===== config.mk =====
export PLATFORM = sky130hd
export DESIGN_NAME = timer16_capture_compare
export DESIGN_NICKNAME = d
export VERILOG_FILES = /design/src/timer16_pkg.sv /design/src/edge_sync.sv /design/src/timer16_capture_compare.sv
export SDC_FILE = /design/constraint.sdc
export NUM_CORES = 1
export LEC_CHECK = 0
export ABC_AREA = 1
export ABC_CLOCK_PERIOD_IN_PS = 4110
export BUFFER_PORTS_ARGS = -buffer_cell sky130_fd_sc_hd__buf_2
export CORE_MARGIN = 5
export CORE_UTILIZATION = 25
export DETAILED_ROUTE_END_ITERATION = 7
export HOLD_SLACK_MARGIN = 0.15
export SYNTH_ARGS = -nofsm -noshare
export SYNTH_HDL_FRONTEND = slang
export SYNTH_HIERARCHICAL = 1
export SYNTH_SLANG_ARGS = --single-unit

===== constraint.sdc =====
create_clock -name i_clk -period 4.11 [get_ports i_clk]
set_clock_uncertainty 0.05 [all_clocks]
set_input_delay 0.2055 -clock i_clk [delete_from_list [all_inputs] [get_ports i_clk]]
set_output_delay 0.2055 -clock i_clk [all_outputs]
set_load 0.05 [all_outputs]

===== src/timer16_pkg.sv =====
package timer16_pkg;
  // register map, byte addresses
  localparam logic [7:0] ADDR_TIMER_CONTROL = 8'h10;
  localparam logic [7:0] ADDR_CCP_CONTROL   = 8'h17;
  localparam logic [7:0] ADDR_COUNT_LOW     = 8'h0E;
  localparam logic [7:0] ADDR_COUNT_HIGH    = 8'h0F;
  localparam logic [7:0] ADDR_CCP_LOW       = 8'h15;
  localparam logic [7:0] ADDR_CCP_HIGH      = 8'h16;
  localparam logic [7:0] ADDR_FLAG_REG      = 8'h0C;
  localparam logic [7:0] ADDR_ENABLE_REG    = 8'h8C;
  localparam logic [7:0] ADDR_ADC_ENABLE    = 8'h1F;
  localparam logic [7:0] ADDR_PORT_PINS     = 8'h07;
  localparam logic [7:0] ADDR_PORT_DIR      = 8'h87;
  // timer control fields
  localparam int TC_ON   = 0;
  localparam int TC_CS   = 1;
  localparam int TC_SYNC = 2;
  localparam int TC_OSC  = 3;
  localparam int TC_PS_LO = 4;
  localparam int TC_PS_HI = 5;
  localparam logic [7:0] TC_MASK  = 8'h3F;
  localparam logic [7:0] CCP_MASK = 8'h3F;
  // flag / enable bit positions
  localparam int FLAG_OVF = 0;
  localparam int FLAG_CCP = 2;
  localparam logic [7:0] FLAG_MASK = 8'h05;
  localparam logic [7:0] RESET_BYTE = 8'h00;
  localparam logic [7:0] DIR_RESET  = 8'hFF;
  // instruction cycle is four oscillator clocks
  localparam logic [1:0] QCYC_LAST = 2'h3;
  // unit modes
  typedef enum logic [3:0] {
    M_OFF      = 4'b0000,
    M_CAP_FALL = 4'b0100,
    M_CAP_RISE = 4'b0101,
    M_CAP_4    = 4'b0110,
    M_CAP_16   = 4'b0111,
    M_CMP_SET  = 4'b1000,
    M_CMP_CLR  = 4'b1001,
    M_CMP_SW   = 4'b1010,
    M_CMP_SPEV = 4'b1011
  } unit_mode_e;
  localparam logic [3:0] CAP4_LAST  = 4'h3;
  localparam logic [3:0] CAP16_LAST = 4'hF;
endpackage

===== src/edge_sync.sv =====
`timescale 1ns/1ps
// two-stage synchroniser with rising and falling edge pulses
module edge_sync (
  input  wire logic i_clk,     // core clock
  input  wire logic i_sys_rst, // sync reset
  input  wire logic i_pin,     // asynchronous pin
  output logic      o_level,   // synchronised level
  output logic      o_rise,    // one-cycle rising pulse
  output logic      o_fall     // one-cycle falling pulse
);
  logic meta;
  logic sync;
  logic last;
  logic next_meta;
  logic next_sync;
  logic next_last;

  always_comb begin
    next_meta = i_pin;
    next_sync = meta;
    next_last = sync;
  end

  // meta is read only by sync
  always_ff @(posedge i_clk) begin
    if (i_sys_rst) begin
      meta <= 1'b0;
      sync <= 1'b0;
      last <= 1'b0;
    end else begin
      meta <= next_meta;
      sync <= next_sync;
      last <= next_last;
    end
  end

  assign o_level = sync;
  assign o_rise  = sync & ~last;
  assign o_fall  = ~sync & last;
endmodule // edge_sync


===== src/timer16_capture_compare.sv =====
`timescale 1ns/1ps
// Notes on behaviour
// - 16-bit count in two rw bytes, counts 0000h to FFFFh and wraps
// - overflow latches flag bit 0; irq only when enable bit 0 set
// - timer mode counts instruction cycles; counter mode counts external rising edges
// - control bit 0 set counts, clear holds the value
// - oscillator enable forces both osc pins to inputs, port reads zero
// - internal reset input lets the unit clear the count
// - unit value is low and high byte registers, own control register
// - special event match clears timer and starts conversion when converter enabled
// - capture and compare use this timer; pwm uses a separate 8-bit timer
// - modes 0100..0111 capture fall, rise, 4th, 16th rise; 0000 resets unit
// - 1000 drives pin high on match, 1001 low; both set flag
// - 1011 special event clears timer, pin unaffected, flag set
// - 11xx pwm; bits 5:4 duty lsbs, low byte duty msbs
module timer16_capture_compare (
  input  wire logic       i_clk,        // 20 MHz oscillator clock
  input  wire logic       i_sys_rst,    // sync reset, active high
  input  wire logic [7:0] i_addr,       // register address
  input  wire logic [7:0] i_wdata,      // write data
  input  wire logic       i_wr,         // write strobe
  input  wire logic       i_rd,         // read strobe
  input  wire logic       i_ext_count_pin, // external clock pin
  input  wire logic       i_osc_in_pin, // oscillator input pin
  input  wire logic       i_ccp_pin,    // capture/compare pin in
  input  wire logic [7:0] i_pwm_timer,  // separate 8-bit pwm timebase
  input  wire logic [1:0] i_pwm_phase,  // pwm timebase fine bits
  output logic [7:0]      o_rdata,      // read data, cycle after strobe
  output logic            o_irq,        // level interrupt
  output logic            o_ccp_out,    // capture/compare pin drive
  output logic            o_ccp_oe_n,   // low while pin driven
  output logic [1:0]      o_osc_oe_n,   // osc pins enables, low drives
  output logic            o_adc_start   // one-cycle conversion start
);
  logic [7:0]  timer_control, next_timer_control;
  logic [7:0]  ccp_control, next_ccp_control;
  logic [15:0] count, next_count;
  logic [15:0] ccp_value, next_ccp_value;
  logic [7:0]  flags, next_flags;
  logic [7:0]  enables, next_enables;
  logic        adc_enable, next_adc_enable;
  logic [7:0]  port_dir, next_port_dir;
  logic [1:0]  qcyc, next_qcyc;
  logic [2:0]  prescale, next_prescale;
  logic [3:0]  cap_cnt, next_cap_cnt;
  logic        pin_out, next_pin_out;
  logic        pin_drive, next_pin_drive;
  logic [7:0]  rdata, next_rdata;
  logic        irq, next_irq;
  logic        adc_start, next_adc_start;
  logic [1:0]  osc_oe_n, next_osc_oe_n;
  logic        ext_rise, ext_raw_last, next_ext_raw_last;
  logic        ccp_rise, ccp_fall;
  logic        osc_lvl;
  logic        tick_src, tick, ovf, match, cap_ev;
  logic [3:0]  mode;

  function automatic logic [2:0] ps_limit(input logic [1:0] sel);
    ps_limit = 3'((4'h1 << sel) - 4'h1);
  endfunction

  // external pin synchronised for the normal path
  edge_sync u_ext (
    .i_clk     (i_clk),
    .i_sys_rst (i_sys_rst),
    .i_pin     (i_ext_count_pin),
    .o_level   (),
    .o_rise    (ext_rise),
    .o_fall    ()
  );
  edge_sync u_ccp (
    .i_clk     (i_clk),
    .i_sys_rst (i_sys_rst),
    .i_pin     (i_ccp_pin),
    .o_level   (),
    .o_rise    (ccp_rise),
    .o_fall    (ccp_fall)
  );
  edge_sync u_osc (
    .i_clk     (i_clk),
    .i_sys_rst (i_sys_rst),
    .i_pin     (i_osc_in_pin),
    .o_level   (osc_lvl),
    .o_rise    (),
    .o_fall    ()
  );

  assign mode = ccp_control[3:0];

  // clock source, prescaler, count and compare
  always_comb begin
    next_qcyc = qcyc + 2'h1;
    // bypass still samples once so logic stays on one clock; saves two cycles latency
    next_ext_raw_last = i_ext_count_pin;
    if (!timer_control[timer16_pkg::TC_CS])
      tick_src = (qcyc == timer16_pkg::QCYC_LAST);
    else if (timer_control[timer16_pkg::TC_SYNC])
      tick_src = i_ext_count_pin & ~ext_raw_last;
    else
      tick_src = ext_rise;
    tick_src = tick_src & timer_control[timer16_pkg::TC_ON];
    next_prescale = prescale;
    tick = 1'b0;
    if (tick_src) begin
      if (prescale >= ps_limit(timer_control[timer16_pkg::TC_PS_HI:timer16_pkg::TC_PS_LO])) begin
        next_prescale = 3'h0;
        tick = 1'b1;
      end else begin
        next_prescale = prescale + 3'h1;
      end
    end
    ovf = tick & (count == 16'hFFFF);
    match = (count == ccp_value) && (mode[3:2] == 2'b10);
    next_count = tick ? count + 16'h1 : count;
    if (match && mode == timer16_pkg::M_CMP_SPEV)
      next_count = 16'h0000;
    if (i_wr && i_addr == timer16_pkg::ADDR_COUNT_LOW)
      next_count[7:0] = i_wdata;
    if (i_wr && i_addr == timer16_pkg::ADDR_COUNT_HIGH)
      next_count[15:8] = i_wdata;
  end

  // capture/compare unit
  always_comb begin
    next_cap_cnt = cap_cnt;
    next_ccp_value = ccp_value;
    next_pin_out = pin_out;
    next_pin_drive = pin_drive;
    next_adc_start = 1'b0;
    cap_ev = 1'b0;
    case (mode)
      timer16_pkg::M_OFF: begin
        next_cap_cnt = 4'h0;
        next_pin_out = 1'b0;
        next_pin_drive = 1'b0;
      end
      timer16_pkg::M_CAP_FALL: cap_ev = ccp_fall;
      timer16_pkg::M_CAP_RISE: cap_ev = ccp_rise;
      timer16_pkg::M_CAP_4, timer16_pkg::M_CAP_16: begin
        if (ccp_rise) begin
          if (cap_cnt == ((mode == timer16_pkg::M_CAP_4) ? timer16_pkg::CAP4_LAST : timer16_pkg::CAP16_LAST)) begin
            cap_ev = 1'b1;
            next_cap_cnt = 4'h0;
          end else begin
            next_cap_cnt = cap_cnt + 4'h1;
          end
        end
      end
      timer16_pkg::M_CMP_SET: begin
        next_pin_drive = 1'b1;
        if (match) next_pin_out = 1'b1;
      end
      timer16_pkg::M_CMP_CLR: begin
        next_pin_drive = 1'b1;
        if (match) next_pin_out = 1'b0;
      end
      timer16_pkg::M_CMP_SW: begin
        next_pin_drive = pin_drive;
      end
      timer16_pkg::M_CMP_SPEV: begin
        next_adc_start = match & adc_enable;
      end
      default: begin
        // pwm on the separate 8-bit timebase; reserved codes 0001..0011 leave the pin alone
        if (mode[3:2] == 2'b11) begin
          next_pin_drive = 1'b1;
          next_pin_out = {i_pwm_timer, i_pwm_phase} < {ccp_value[7:0], ccp_control[5:4]};
        end
      end
    endcase
    if (cap_ev)
      next_ccp_value = count;
    if (i_wr && i_addr == timer16_pkg::ADDR_CCP_LOW)
      next_ccp_value[7:0] = i_wdata;
    if (i_wr && i_addr == timer16_pkg::ADDR_CCP_HIGH)
      next_ccp_value[15:8] = i_wdata;
  end

  // register file, flags and interrupt
  always_comb begin
    next_timer_control = timer_control;
    next_ccp_control = ccp_control;
    next_enables = enables;
    next_adc_enable = adc_enable;
    next_port_dir = port_dir;
    next_flags = flags;
    next_rdata = timer16_pkg::RESET_BYTE;
    if (i_wr) begin
      case (i_addr)
        timer16_pkg::ADDR_TIMER_CONTROL: next_timer_control = i_wdata & timer16_pkg::TC_MASK;
        timer16_pkg::ADDR_CCP_CONTROL:   next_ccp_control = i_wdata & timer16_pkg::CCP_MASK;
        timer16_pkg::ADDR_ENABLE_REG:    next_enables = i_wdata & timer16_pkg::FLAG_MASK;
        timer16_pkg::ADDR_ADC_ENABLE:    next_adc_enable = i_wdata[0];
        timer16_pkg::ADDR_PORT_DIR:      next_port_dir = i_wdata;
        default: next_port_dir = port_dir;
      endcase
    end
    if (i_rd) begin
      case (i_addr)
        timer16_pkg::ADDR_TIMER_CONTROL: next_rdata = timer_control;
        timer16_pkg::ADDR_CCP_CONTROL:   next_rdata = ccp_control;
        timer16_pkg::ADDR_COUNT_LOW:     next_rdata = count[7:0];
        timer16_pkg::ADDR_COUNT_HIGH:    next_rdata = count[15:8];
        timer16_pkg::ADDR_CCP_LOW:       next_rdata = ccp_value[7:0];
        timer16_pkg::ADDR_CCP_HIGH:      next_rdata = ccp_value[15:8];
        timer16_pkg::ADDR_FLAG_REG:      next_rdata = flags;
        timer16_pkg::ADDR_ENABLE_REG:    next_rdata = enables;
        timer16_pkg::ADDR_ADC_ENABLE:    next_rdata = {7'h00, adc_enable};
        timer16_pkg::ADDR_PORT_DIR:      next_rdata = port_dir;
        // osc pins read zero while the oscillator owns them
        timer16_pkg::ADDR_PORT_PINS:
          next_rdata = timer_control[timer16_pkg::TC_OSC] ? 8'h00 : {7'h00, osc_lvl};
        default: next_rdata = timer16_pkg::RESET_BYTE;
      endcase
      // read clears the sticky flags
      if (i_addr == timer16_pkg::ADDR_FLAG_REG) next_flags = timer16_pkg::RESET_BYTE;
    end
    // set wins over the read clear
    if (ovf) next_flags[timer16_pkg::FLAG_OVF] = 1'b1;
    if (cap_ev || (match && mode != timer16_pkg::M_OFF))
      next_flags[timer16_pkg::FLAG_CCP] = 1'b1;
    next_irq = |(next_flags & next_enables);
    // direction bit 1 means input, so it is already the active-low enable
    next_osc_oe_n = timer_control[timer16_pkg::TC_OSC] ? 2'b11 : port_dir[1:0];
  end

  always_ff @(posedge i_clk) begin
    if (i_sys_rst) begin
      timer_control <= timer16_pkg::RESET_BYTE;
      ccp_control   <= timer16_pkg::RESET_BYTE;
      count         <= 16'h0000;
      ccp_value     <= 16'h0000;
      flags         <= timer16_pkg::RESET_BYTE;
      enables       <= timer16_pkg::RESET_BYTE;
      adc_enable    <= 1'b0;
      port_dir      <= timer16_pkg::DIR_RESET;
      qcyc          <= 2'h0;
      prescale      <= 3'h0;
      cap_cnt       <= 4'h0;
      pin_out       <= 1'b0;
      pin_drive     <= 1'b0;
      rdata         <= timer16_pkg::RESET_BYTE;
      irq           <= 1'b0;
      adc_start     <= 1'b0;
      osc_oe_n      <= 2'b11;
      ext_raw_last  <= 1'b0;
    end else begin
      timer_control <= next_timer_control;
      ccp_control   <= next_ccp_control;
      count         <= next_count;
      ccp_value     <= next_ccp_value;
      flags         <= next_flags;
      enables       <= next_enables;
      adc_enable    <= next_adc_enable;
      port_dir      <= next_port_dir;
      qcyc          <= next_qcyc;
      prescale      <= next_prescale;
      cap_cnt       <= next_cap_cnt;
      pin_out       <= next_pin_out;
      pin_drive     <= next_pin_drive;
      rdata         <= next_rdata;
      irq           <= next_irq;
      adc_start     <= next_adc_start;
      osc_oe_n      <= next_osc_oe_n;
      ext_raw_last  <= next_ext_raw_last;
    end
  end

  assign o_rdata     = rdata;
  assign o_irq       = irq;
  assign o_ccp_out   = pin_out;
  assign o_ccp_oe_n  = ~pin_drive;
  assign o_osc_oe_n  = osc_oe_n;
  assign o_adc_start = adc_start;

  a_wrap_zero: assert property (@(posedge i_clk) disable iff (i_sys_rst)
    (tick && count == 16'hFFFF && !(match && mode == timer16_pkg::M_CMP_SPEV) && !i_wr)
    |=> (count == 16'h0000 && flags[timer16_pkg::FLAG_OVF]))
    else $error("count did not wrap with overflow flag");
  a_irq_gate: assert property (@(posedge i_clk) disable iff (i_sys_rst)
    (flags[timer16_pkg::FLAG_OVF] && !enables[timer16_pkg::FLAG_OVF]
      && !(flags[timer16_pkg::FLAG_CCP] && enables[timer16_pkg::FLAG_CCP])) |-> !o_irq)
    else $error("irq without enable");
  a_hold_off: assert property (@(posedge i_clk) disable iff (i_sys_rst)
    (!timer_control[timer16_pkg::TC_ON] && !i_wr && mode != timer16_pkg::M_CMP_SPEV)
    |=> $stable(count))
    else $error("count moved while stopped");
  a_osc_inputs: assert property (@(posedge i_clk) disable iff (i_sys_rst)
    timer_control[timer16_pkg::TC_OSC] |=> o_osc_oe_n == 2'b11)
    else $error("osc pin driven while oscillator enabled");
  a_spev_clear: assert property (@(posedge i_clk) disable iff (i_sys_rst)
    (match && mode == timer16_pkg::M_CMP_SPEV && !i_wr)
    |=> count == 16'h0000 ##0 flags[timer16_pkg::FLAG_CCP])
    else $error("special event did not clear count");
  a_adc_start: assert property (@(posedge i_clk) disable iff (i_sys_rst)
    o_adc_start |-> $past(adc_enable) && $past(match))
    else $error("conversion start without cause");
  a_capture_copy: assert property (@(posedge i_clk) disable iff (i_sys_rst)
    (cap_ev && !i_wr) |=> ccp_value == $past(count) ##0 flags[timer16_pkg::FLAG_CCP])
    else $error("capture did not copy count");
  a_cmp_set: assert property (@(posedge i_clk) disable iff (i_sys_rst)
    (match && mode == timer16_pkg::M_CMP_SET) |=> o_ccp_out && !o_ccp_oe_n)
    else $error("compare did not drive pin high");
  a_cmp_clr: assert property (@(posedge i_clk) disable iff (i_sys_rst)
    (match && mode == timer16_pkg::M_CMP_CLR) |=> !o_ccp_out)
    else $error("compare did not drive pin low");
  a_mode_off: assert property (@(posedge i_clk) disable iff (i_sys_rst)
    (mode == timer16_pkg::M_OFF) |=> o_ccp_oe_n)
    else $error("pin driven while unit off");
endmodule // timer16_capture_compare


---- Yosys cells after proc, flatten, opt, wreduce, memory -nomap -nowiden ----
Index checks and enable logic that the tools add are counted.
Widths: inputs -> output; s select.
operators by class
  bitwise gates (word level) .............. 16
  shift operators ......................... 1
  equality and inequality tests ........... 28
  order comparisons ....................... 2
  reductions and logical operators ........ 31
  mux-type cells .......................... 33
  add/subtract/negate cells ............... 5
operator list
  operator               count
  $pmux 8 s11            1
  $mux 8                 8
  $mux 16                3
  $eq 8x5->1 const B     5
  $eq 8x4->1 const B     3
  $add 16x1->16 const B  1
  $eq 16x16->1           1
  $eq 16x16->1 const B   1
  $eq 4x3->1 const B     4
  $eq 4x4->1 const B     4
  $eq 8x8->1 const B     2
  $mux 1                 13
  $mux 4                 3
  $reduce_and 2->1       6
  $lt 10x10->1           1
  $reduce_or 2->1        5
  $reduce_bool 3->1      3
  $and 8x8->8            1
  $eq 8x3->1 const B     1
  $not 1->1              8
  $pmux 4 s2             1
  $reduce_bool 4->1      2
  $reduce_or 8->1        1
  $and 1x1->1            7
  other kinds (18)       31
word-level totals
  logic and storage cells ................. 143
  bits in registers ....................... 100

---- Logic depth before layout (Yosys ltp) ----
Gate-level depths: netlist of run 1.
  word-level depth ........................ 10
  mapped depth ............................ 14

---- By module ----
The synthesis of run 1 kept the hierarchy.
by module, submodules not included
  module                   cells an instance  area each (µm²)  times used
  timer16_capture_compare  853                5552.8           1
  edge_sync                12                 93.8             3

---- Least setup slack after synthesis of run 1 ----
No wires, ideal clock.
  path type ............................... reg2reg
  start point ............................. reg timer_control[5]
  end point ............................... reg count[0]
  clock period less this slack ............ 1.755 ns
  arrival ................................. 1.577 ns
  setup time .............................. 0.128 ns
  cell stages (with the launch flop) ...... 12
  path slack .............................. 2.355 ns
  path buffers ............................ 1
  path through ............................ dfxtp_1 > nand2_1 > ha_1 > a21oi_1 > o211ai_1 > nand2_2 > inv_1 > buf_2 > nand3b_1 > nand2_1 > nor2_1 > nor2_1
between the ends
  word-level cells in the longest chain between the ends .. 6
RTL lines
  element                             RTL line                        text
  start, declared                     timer16_capture_compare.sv:35   logic [7:0] timer_control, next_timer_control;
  start signal, assigned              timer16_capture_compare.sv:229  timer_control <= timer16_pkg::RESET_BYTE;
  start signal, assigned              timer16_capture_compare.sv:248  timer_control <= next_timer_control;
  $shl 1x2->3                         timer16_capture_compare.sv:59   ps_limit = 3'((4'h1 << sel) - 4'h1);
  $sub 3x1->3                         timer16_capture_compare.sv:59
  $ge 3x3->1                          timer16_capture_compare.sv:105  if (prescale >= ps_limit(timer_control[timer16_pkg::TC_PS_HI:timer16_pkg::TC_PS_LO])) begin
  $mux 1                              timer16_capture_compare.sv:105
  $mux 1                              timer16_capture_compare.sv:104  if (tick_src) begin
  $reduce_bool 3->1 (no source line)  n/a
  end signal, assigned                timer16_capture_compare.sv:250  count <= next_count;
  end, declared                       timer16_capture_compare.sv:37   logic [15:0] count, next_count;
Every way passes these cells.
A chain may end at the register's enable or synchronous reset.

---- Worst setup path in the final report of run 1 ----
  start point ............................. reg timer_control[5]
  end point ............................... reg irq (netlist: o_irq)
between the ends
  word-level cells in the longest chain between the ends .. 9
RTL lines
  element               RTL line                        text
  $shl 1x2->3           timer16_capture_compare.sv:59
  $sub 3x1->3           timer16_capture_compare.sv:59
  $ge 3x3->1            timer16_capture_compare.sv:105
  $mux 1                timer16_capture_compare.sv:105
  $mux 1                timer16_capture_compare.sv:104
  $and 1x1->1           timer16_capture_compare.sv:112  ovf = tick & (count == 16'hFFFF);
  $mux 1                timer16_capture_compare.sv:219  if (ovf) next_flags[timer16_pkg::FLAG_OVF] = 1'b1;
  $and 8x8->8           timer16_capture_compare.sv:222  next_irq = |(next_flags & next_enables);
  $reduce_or 8->1       timer16_capture_compare.sv:222
  end signal, assigned  timer16_capture_compare.sv:262  irq <= next_irq;
  end, declared         timer16_capture_compare.sv:49   logic irq, next_irq;
Every way passes these cells.

==> results by group, run 1 <==
Worst setup path
  • Critical Path RT: 4370 ps
  • Reg2reg setup slack: 1870 ps
  • Register-to-Register Path Depth: 12
  • Slowest stage cell, crit path: dfxtp_1
  • Top cell by count, worst path: nand2_1
  • Critical Path Fanout Max: 13
  • Crit Path Class: reg -> reg
  • CP Buf/Inv Count: 1
  • Worst-path cell chain: nand2_1 -> ha_1 -> nand2_1 -> o211ai_1 -> nand2_2 -> inv_1 -> nand2_1 -> o21ai_1 -> nand2_1 -> nand3_1 -> nand2_1 -> nand2_1
  • Top delay family on crit path: simple AND/OR/NAND/NOR gates
  • Worst Path Arrival: 2510 ps
  • RR Startpoint: timer_control[5]
  • Critical Path Source Type: flop
  • Critical path endpoint category: flop
  • Worst r2r dst: o_irq
  • CP max stage delay: 390 ps

STA
  • Hold Violations, Final: 0
  • Final number of setup-violating endpoints: 0
  • Final period util: 0.5459
  • Max_slew headroom: 0.4185
  • Final Critical Period: 2244 ps
  • Setup TNS: 0 ps
  • RSZ-0062 raised after global routing: no
  • FMAX: 0.4457 GHz
  • Max-slew violations: 0
  • Measured slew at the worst slew-check pin: 871.3 ps

Route
  • Remaining DRCs: 0
  • Detail Route Antenna Nets: 0
  • DRT Pass-1 Iters: 7
  • WL/cell: 16.07 um
  • Vias: 5952
  • DR vias/cell: 4.903
  • Routed WL: 19520 um
  • Initial DRC Count: 497

Yosys
  • Yosys warnings: 6
  • Mean post-synth cell area: 6.570 um2
  • Netlist Area Pre-Place: 0.005788 mm2
  • Cell count after synthesis: 881
  • Post-Synthesis Net Count: 930

Power
  • Total chip power: 0.001983 W
  • Leakage: 2.966 nW
  • Worst VDD drop: 220.1 uV
  • Cell Pwr Density: 299.2 mW/mm2

Clock network
  • CTS tree: built
  • H-tree depth: 3
  • Clk sinks: 101
  • Worst skew pair latency: 360 ps
  • Reg clk slew, reported paths: 70 ps
  • Clk root buf: clkbuf_16
  • Clk buf depth: 2
  • Post_cts resized: 0
  • Hold_buf cts: 5
  • Postcts setup bufs: 0
  • Num CTS Buffers: 9

GRT
  • Tot GR Track Use: 0.1480
  • Gr ovfl total: 0
  • Vias in the first global route: 5642
  • First-pass GRT wire length: 30440 um
  • Initial antenna violation count: 0
  • Largest net degree at the start of global routing: 53

Status
  • Outcome: finished clean

Floorplan
  • IO Pins: 47
  • Die area: 0.02630 mm2
  • Die width: 162.2 um
  • Rows: 55
  • Die height: 162.2 um
  • Core Region: 0.02271 mm2
  • Starting Density: 0.2549

Layout
  • Post-Layout Inst Area: 0.006628 mm2
  • Number of diodes: 0
  • Core Util, Final: 0.2918
  • Fin cells: 1214
  • Nets: 973
  • Area grow syn2layout: 14.51%
  • Layout cells sized above 1: 0.1184

Placement
  • Placed wire-length estimate: 15130 um
  • Cell Area, Placed: 0.006277 mm2
  • Placer Congestion: 0.9742
  • Placed insts: 1193
  • Port Buf Inserts: 46

Hold path
  • Hold path start: i_wdata[3]
  • Hold depth: 3
  • Hold EP: ccp_control[3]
  • Worst Hold Class: in -> reg

Job
  • Max-Cap Viols: 0
## power breakdown
part	leakage [nW]	switching, W	internal [W]
clock network	0.145	0.000411	0.000479
logic	2.00	0.0000729	0.0000327
registers	0.816	0.00000273	0.000984
total	2.97	0.000487	0.00150
## registers in the layout, summed over array words and instances (netlist names), 2 cells and up
register	count
cap_cnt	4
ccp_control	6
ccp_value	16
count	16
enables	8
flags	8
o_osc_oe_n	2
o_rdata	8
port_dir	8
prescale	3
qcyc	2
timer_control	6
## worst max-delay path by stage
stage	start	end	slack, ps	cells after the start
3_3_place_gp	i_addr[4]	o_rdata[5]	1970	7
6_report	timer_control[5]	o_irq	1870	12
4_1_cts	timer_control[5]	o_irq	1920	12
2_1_floorplan	timer_control[5]	count[0]	2360	11
5_1_grt	timer_control[5]	o_irq	1710	12
3_5_place_dp	timer_control[5]	o_irq	1950	12
## metrics by stage
stage / setup slack [ps] / hold slack (ps)
after floorplan: 2355 / 226.7
after global placement: 1970 / 342.0
after detailed placement: 1949 / 348.2
after CTS: 1923 / 151.0
after global routing: 1712 / 177.1
final: 1866 / 151.8
## cell type report
| class | instances | area (um2) |
|---|---|---|
| Sequential cell | 101 | 2022 |
| Tap cell | 285 | 356.6 |
| Timing Repair Buffer | 53 | 295.3 |
| Clock inverter | 6 | 71.32 |
| Clock buffer | 10 | 229.0 |
| Fill cell | 2534 | 16080 |
| Multi-Input combinational cell | 629 | 3166 |
| Inverter | 130 | 488.0 |
## routing by layer
layer | vias up | wire [um] | track usage
met3 | 62 | 1160 | 0.02005
met2 | 223 | 8988 | 0.2405
met5 | - | 0 | 0
met1 | 2725 | 8446 | 0.1896
li1 | 2942 | - | -
met4 | 0 | 920 | 0.08189
## placed cells by master, fill, tap and decap left out, drive strengths merged, types with 6 or more instances in the layout
cell type,count
nor2,123
nor3,22
ha,16
a21oi,51
buf,48
nand3b,9
o22ai,23
dfxtp,101
xor2,9
nand3,41
nand4,23
nand2,233
inv,131
o211ai,6
o21ai,54
clkbuf,10
## worst min-delay path, delay by kind of cell
family	cells	cell delay (ps)
AOI/OAI and AO/OA	2	200
buffers and inverters	1	130
No activity file was read; power rests on OpenSTA's default activity.
==> run 2: changes to the inputs <==
--- a/config.mk
+++ b/config.mk
@@ -6,7 +6,7 @@
 export NUM_CORES = 1
 export LEC_CHECK = 0
 export ABC_AREA = 1
-export ABC_CLOCK_PERIOD_IN_PS = 4110
+export ABC_CLOCK_PERIOD_IN_PS = 2000
 export BUFFER_PORTS_ARGS = -buffer_cell sky130_fd_sc_hd__buf_2
 export CORE_MARGIN = 5
 export CORE_UTILIZATION = 25
==> constraint.sdc (replaced) <==
create_clock -name i_clk -period 2 [get_ports i_clk]
set_clock_uncertainty 0.05 [all_clocks]
set_input_delay 0.1 -clock i_clk [delete_from_list [all_inputs] [get_ports i_clk]]
set_output_delay 0.1 -clock i_clk [all_outputs]
set_load 0.05 [all_outputs]
==> run 2 against run 1 <==
  * Via count is 3.1% higher
  * Setup slack worse by 1800 ps
  * First-iteration DRC count is 34% higher
  * Cell count is 5.8% higher
  * Flip-flop and latch count stayed put
  * Critical endpoint is now count[7]
  * Largest power group unchanged
==> results by group, run 2 (synthesized netlist as in run 1, its figures left out) <==
Job
  • Max-Cap Viols: 0 (unchanged)

Worst setup path
  • Crit Path Class: reg -> reg
  • Critical Path Source Type: flop
  • Slowest stage cell, crit path: dfxtp_1
  • Critical path endpoint category: flop
  • Critical Path Fanout Max: 5 (-8)
  • Reg2reg setup slack: 70 ps (-1800 ps)
  • Critical Path RT: 2180 ps (-2190 ps)
  • Worst Path Arrival: 2110 ps (-400 ps)
  • CP max stage delay: 480 ps (+90 ps)
  • Worst-path cell chain: inv_1 -> nand2_1 -> nand3_1 -> nor2_4 -> nand4_4 -> buf_4 -> nand3_1 -> nand2_1 -> nor2_1 -> nor2_1

Status
  • Outcome: finished clean

Clock network
  • Clk root buf: clkbuf_16
  • Num CTS Buffers: 9 (unchanged)
  • Reg clk slew, reported paths: 80 ps (about the same)
  • Clk sinks: 101 (unchanged)
  • H-tree depth: 3 (unchanged)
  • Clk buf depth: 2 (unchanged)
  • CTS tree: built
  • Worst skew pair latency: 360 ps (about the same)

STA
  • Measured slew at the worst slew-check pin: 626.7 ps (-244.6 ps)
  • RSZ-0062 raised after global routing: yes
  • Max-slew violations: 0 (unchanged)
  • Fin worst setup slack: 65.99 ps (-1800 ps)
  • Final Critical Period: 1934 ps (-309.6 ps)
  • Final period util: 0.9670 (+0.4211)
  • Final number of setup-violating endpoints: 0 (unchanged)
  • FMAX: 0.5171 GHz (+16%)
  • Hold Violations, Final: 0 (unchanged)
  • Max_slew headroom: 0.5822 (+0.1637)

Power
  • Register share of total power: 0.488 (-0.010)
  • Worst VDD drop: 436.1 uV (+98%)
  • Leakage: 3.354 nW (+13%)
  • Switching share of power: 0.2472 (+0.001776)
  • Power Internal: 0.003125 W (+110%)
  • Net switching power: 0.001026 W (+110%)
  • Total chip power: 0.004151 W (+110%)
  • Combinational Power Share: 0.058 (+0.005)
  • Share of power burned in the clock network: 0.454 (+0.005)
  • Cell Pwr Density: 570.6 mW/mm2 (+91%)

Hold path
  • Worst Hold Class: in -> reg

Layout
  • Number of diodes: 0 (unchanged)
  • Post-Layout Inst Area: 0.007276 mm2 (+9.8%)
  • Area grow syn2layout: 25.70%
  • Commonest non-fill, non-tap cell in the layout: nand2_1
  • Nets: 1043 (+7.2%)
  • Layout cells sized above 1: 0.1852 (+0.06678)
  • Fill cells: 2528 (-0.24%)
  • Core Util, Final: 0.3204 (+0.02854)
  • Most frequent cells in the layout: nand2_1, nor2_1, inv_1
  • Largest registers: ccp_value (16), count (16)

Route
  • WL/cell: 16.57 um (+3.1%)
  • DRT Pass-1 Iters: 5 (-2)
  • DR vias/cell: 4.781 (-2.5%)
  • Vias: 6139 (+3.1%)
  • Initial DRC Count: 668 (+34%)
  • Detail Route Antenna Nets: 0 (unchanged)
  • Remaining DRCs: 0 (unchanged)
  • Routed WL: 21270 um (+9.0%)

Floorplan
  • Die height: 162.2 um (unchanged)
  • IO Pins: 47 (unchanged)
  • Core Region: 0.02271 mm2 (unchanged)
  • Rows: 55 (unchanged)
  • Die area: 0.02630 mm2 (unchanged)
  • Starting Density: 0.2549 (unchanged)
  • Die width: 162.2 um (unchanged)

Placement
  • Placed wire-length estimate: 16270 um (+7.5%)
  • Setup WS pre-CTS: 37.68 ps (-1911 ps)
  • Placer Congestion: 0.9831 (+0.91%)
  • Port Buf Inserts: 46 (unchanged)
  • Cell Area, Placed: 0.006703 mm2 (+6.8%)

GRT
  • Vias in the first global route: 5682 (+0.71%)
  • Gr ovfl total: 0 (unchanged)
  • First-pass GRT wire length: 32040 um (+5.3%)
  • Initial antenna violation count: 0 (unchanged)
  • Largest net degree at the start of global routing: 52 (-1.9%)
  • Tot GR Track Use: 0.1578 (+0.009783)
[run 2: area by class of cell]
| cell class | instances | area, um2 | area share |
|---|---|---|---|
| well taps | 285 | 356.6 | 0.04901 |
| multi-input cells | 630 | 3236 | 0.4447 |
| flip-flops and latches | 101 | 2037 | 0.2800 |
| inverters | 130 | 488.0 | 0.06707 |
| repair buffers | 122 | 852.1 | 0.1171 |
| clock inverters | 5 | 63.81 | 0.008770 |
| clock buffers | 11 | 242.7 | 0.03336 |
[run 2: power by group through the flow]
stage	sequential (W)	clock (W)	combinational, W
3_3_place_gp	0.00208	0	0.000219
6_report	0.00203	0.00188	0.000241
3_5_place_dp	0.00208	0	0.000221
2_1_floorplan	0.00208	0	0.000110
5_1_grt	0.00203	0.00197	0.000266
4_1_cts	0.00203	0.00190	0.000241
[run 2: critical path: cells and delay by family (launching register included)]
kind,cells,cell delay (ps)
buffers and inverters,2,310
DFF,1,480
and+or+nand+nor,8,960
[run 2: worst paths after layout]
check / startpoint / end / depth (start not counted)
worst max register to register: count[9] / count[7] / 10
worst min register to register: u_ext/meta / u_ext/o_level / 2
worst min-delay path: i_rd / o_rdata[1] / 3
worst max-delay path: count[9] / count[7] / 10
[run 2: stage by stage]
| step | cells | hold WS (ps) | TNS, ps |
|---|---|---|---|
| after CTS | 1278 | 185.8 | 0 |
| after detailed placement | 1248 | 258.2 | 0 |
| after floorplan | 881 | 121.2 | 0 |
| after global placement | 1248 | 256.6 | 0 |
| after global routing | 1284 | 205.8 | -179.0 |
| final | 1284 | 188.2 | 0 |
[run 2: timing repair]
| item | CTS | global route |
|---|---|---|
| gates resized for setup | 0 | 23 |
| buffers inserted | 0 | 5 |
| endpoints found under the setup margin | 0 | 33 |
| endpoints found under the hold margin | 32 | 0 |
| hold buffers | 14 | 0 |
[run 2: layer usage]
layer,GRT usage,part of all wire,vias to the layer above
li1,-,-,3080
met1,0.2128,0.44,2808
met2,0.2494,0.46,200
met3,0.01776,0.057,51
met4,0.08035,0.045,0
met5,0,0,-
==> run 3: changes to the inputs <==
--- a/config.mk
+++ b/config.mk
@@ -8,10 +8,13 @@
 export ABC_AREA = 1
 export ABC_CLOCK_PERIOD_IN_PS = 2000
 export BUFFER_PORTS_ARGS = -buffer_cell sky130_fd_sc_hd__buf_2
+export CELL_PAD_IN_SITES_DETAIL_PLACEMENT = 1
+export CELL_PAD_IN_SITES_GLOBAL_PLACEMENT = 2
 export CORE_MARGIN = 5
 export CORE_UTILIZATION = 25
 export DETAILED_ROUTE_END_ITERATION = 7
 export HOLD_SLACK_MARGIN = 0.15
+export PLACE_DENSITY_LB_ADDON = 0.1
 export SYNTH_ARGS = -nofsm -noshare
 export SYNTH_HDL_FRONTEND = slang
 export SYNTH_HIERARCHICAL = 1
==> run 3 against run 2 <==
  * First-iteration DRC count fell by 58%
  * Clock power barely moved
  * Critical path type unchanged
  * Die area did not move
  * Critical path depth rose by 2
  * Combinational power rose by 2%
  * Via count fell by 0.24%
  * Core utilization rose by 0.30 points
  * Count of clock-buffer cells in the layout fell by 2
  * Non-clock buffer count rose by 13
  * Wire length rose by 15%
  * Sequential power barely moved
==> results by group, run 3 (synthesized netlist as in run 1, its figures left out) <==
Layout
  • Area grow syn2layout: 26.89%
  • Most frequent cells in the layout: nand2_1, nor2_1, inv_1
  • Number of diodes: 0 (unchanged)
  • Post-Layout Inst Area: 0.007345 mm2 (+0.95%)
  • Fin cells: 1296 (+0.93%)
  • Layout cells sized above 1: 0.1968 (+0.01165)
  • Fill cells: 2912 (+15%)
  • Commonest non-fill, non-tap cell in the layout: nand2_1
  • Multi-input logic area: 0.003213 mm2 (-0.70%)
  • Core Util, Final: 0.3234 (+0.003030)
  • Nets: 1055 (+1.2%)
  • Largest registers: ccp_value (16), count (16)
  • Reg area: 0.002032 mm2 (-0.25%)

Floorplan
  • Core Region: 0.02271 mm2 (unchanged)
  • IO Pins: 47 (unchanged)
  • Starting Density: 0.2549 (unchanged)
  • Rows: 55 (unchanged)
  • Die height: 162.2 um (unchanged)
  • Die width: 162.2 um (unchanged)
  • Die area: 0.02630 mm2 (unchanged)

Route
  • Remaining DRCs: 0 (unchanged)
  • Initial DRC Count: 283 (-58%)
  • DR vias/cell: 4.725 (-1.2%)
  • WL/cell: 18.82 um (+14%)
  • Vias: 6124 (-0.24%)
  • Routed WL: 24390 um (+15%)
  • Detail Route Antenna Nets: 0 (unchanged)
  • DRT Pass-1 Iters: 4 (-1)

STA
  • Final number of setup-violating endpoints: 0 (unchanged)
  • Hold Violations, Final: 0 (unchanged)
  • Measured slew at the worst slew-check pin: 661.6 ps (+34.87 ps)
  • FMAX: 0.5260 GHz (+1.7%)
  • Final period util: 0.9506 (-0.01638)
  • Max_slew headroom: 0.5589 (-0.02325)
  • Final Critical Period: 1901 ps (-32.76 ps)
  • Max-slew violations: 0 (unchanged)

Status
  • Outcome: finished clean

Clock network
  • Num CTS Buffers: 9 (unchanged)
  • Reg clk slew, reported paths: 80 ps (about the same)
  • Clk sinks: 101 (unchanged)
  • Clk root buf: clkbuf_16
  • Worst skew pair latency: 360 ps (about the same)
  • CTS tree: built
  • H-tree depth: 3 (unchanged)
  • Clk buf depth: 2 (unchanged)

Worst setup path
  • Crit Path Class: reg -> reg
  • CP max stage delay: 350 ps (-130 ps)
  • Worst-path cell chain: nand2_1 -> ha_4 -> nand2_1 -> o211ai_1 -> nand2_2 -> inv_4 -> nand2_1 -> o21ai_1 -> nand2_1 -> nand3_1 -> nand2_1 -> nand2_1
  • Critical path endpoint category: flop
  • Top cell by count, worst path: nand2_1
  • Critical Path Fanout Max: 4 (-1)
  • Critical Path RT: 2260 ps (+80 ps)
  • Worst Path Arrival: 2160 ps (+50 ps)
  • Slowest stage cell, crit path: dfxtp_1
  • Critical Path Source Type: flop

GRT
  • Vias in the first global route: 6122 (+7.7%)
  • Largest net degree at the start of global routing: 52 (unchanged)
  • Gr ovfl total: 0 (unchanged)
  • Initial antenna violation count: 0 (unchanged)
  • First-pass GRT wire length: 37540 um (+17%)
  • Tot GR Track Use: 0.1876 (+0.02983)

Power
  • Total chip power: 0.004141 W (-0.26%)
  • Worst VDD drop: 423.3 uV (-2.9%)
  • Leakage: 3.373 nW (+0.57%)
  • Cell Pwr Density: 563.8 mW/mm2 (-1.2%)

Job
  • Max-Cap Viols: 0 (unchanged)

Placement
  • Port Buf Inserts: 46 (unchanged)
  • Placed wire-length estimate: 19350 um (+19%)
  • Cell Area, Placed: 0.006803 mm2 (+1.5%)
  • Placed insts: 1263 (+1.2%)
  • Placer Congestion: 0.8473 (-14%)

Hold path
  • Worst Hold Class: in -> reg
run 3: changes by cell type in the layout (fill, tap and decap cells not counted), sizes merged, moves of 2 or more:
cell / delta
clkinv: +2
inv: +2
buf: +15
dlygate4sd3: -2
clkbuf: -2
run 3: routing by layer:
| metal | vias up | share of wire | track usage | routed length [um] |
|---|---|---|---|---|
| met5 | - | 0 | 0 | 0 |
| met3 | 10 | 0.031 | 0.02969 | 753 |
| met4 | 0 | 0.0068 | 0.02845 | 167 |
| li1 | 3101 | - | - | - |
| met1 | 2930 | 0.50 | 0.2637 | 12130 |
| met2 | 83 | 0.46 | 0.3103 | 11330 |
run 3: power breakdown:
part / leakage [nW] / internal, W / switching, W
Clock: 0.150 / 0.000900 / 0.000965
Sequential: 0.820 / 0.00202 / 0.00000574
Combinational: 2.40 / 0.0000809 / 0.000166
run 3: path summary, 6_finish.rpt:
path / start / endpoint / slack [ps] / cells past startpoint
setup / recovery: timer_control[4] / o_irq / 100 / 12
setup reg to reg: timer_control[4] / o_irq / 100 / 12
hold reg to reg: u_ccp/meta / u_ccp/o_level / 360 / 2
hold / removal: i_addr[3] / adc_enable / 180 / 5
run 3: worst max-delay path, delay by kind of cell (launching register included):
kind	cells	cell delay [ps]
buf+inv	1	110
flops	1	350
fa+ha+maj	1	280
simple gates	8	700
compound gates	2	370
run 3: final cells by class:
| type | instances | share of cell area |
|---|---|---|
| Multi-Input combinational cell | 629 | 0.4375 |
| Sequential cell | 101 | 0.2767 |
| Timing Repair Buffer | 135 | 0.1288 |
| Inverter | 130 | 0.06678 |
| Tap cell | 285 | 0.04855 |
| Clock buffer | 9 | 0.03066 |
| Clock inverter | 7 | 0.01107 |
run 3: repair_timing:
| action | 4_1_cts | 5_1_grt |
|---|---|---|
| setup buffers | 0 | 4 |
| pin swaps | 0 | 4 |
| gates resized for setup | 1 | 20 |
| endpoints found under the setup margin | 1 | 25 |
| hold buffers | 12 | 0 |
| cloned | 0 | 1 |
| hold endpoints to repair | 25 | 0 |
run 3: through the flow:
stage                     hold slack [ps]  TNS, ps  setup slack [ps]
after CTS                           174.9        0            0.7880
after global placement              259.7        0             65.08
after detailed placement            262.9        0             3.376
after global routing                220.0   -5.202            -5.202
after floorplan                     121.2        0             245.2
final                               183.2        0             98.75
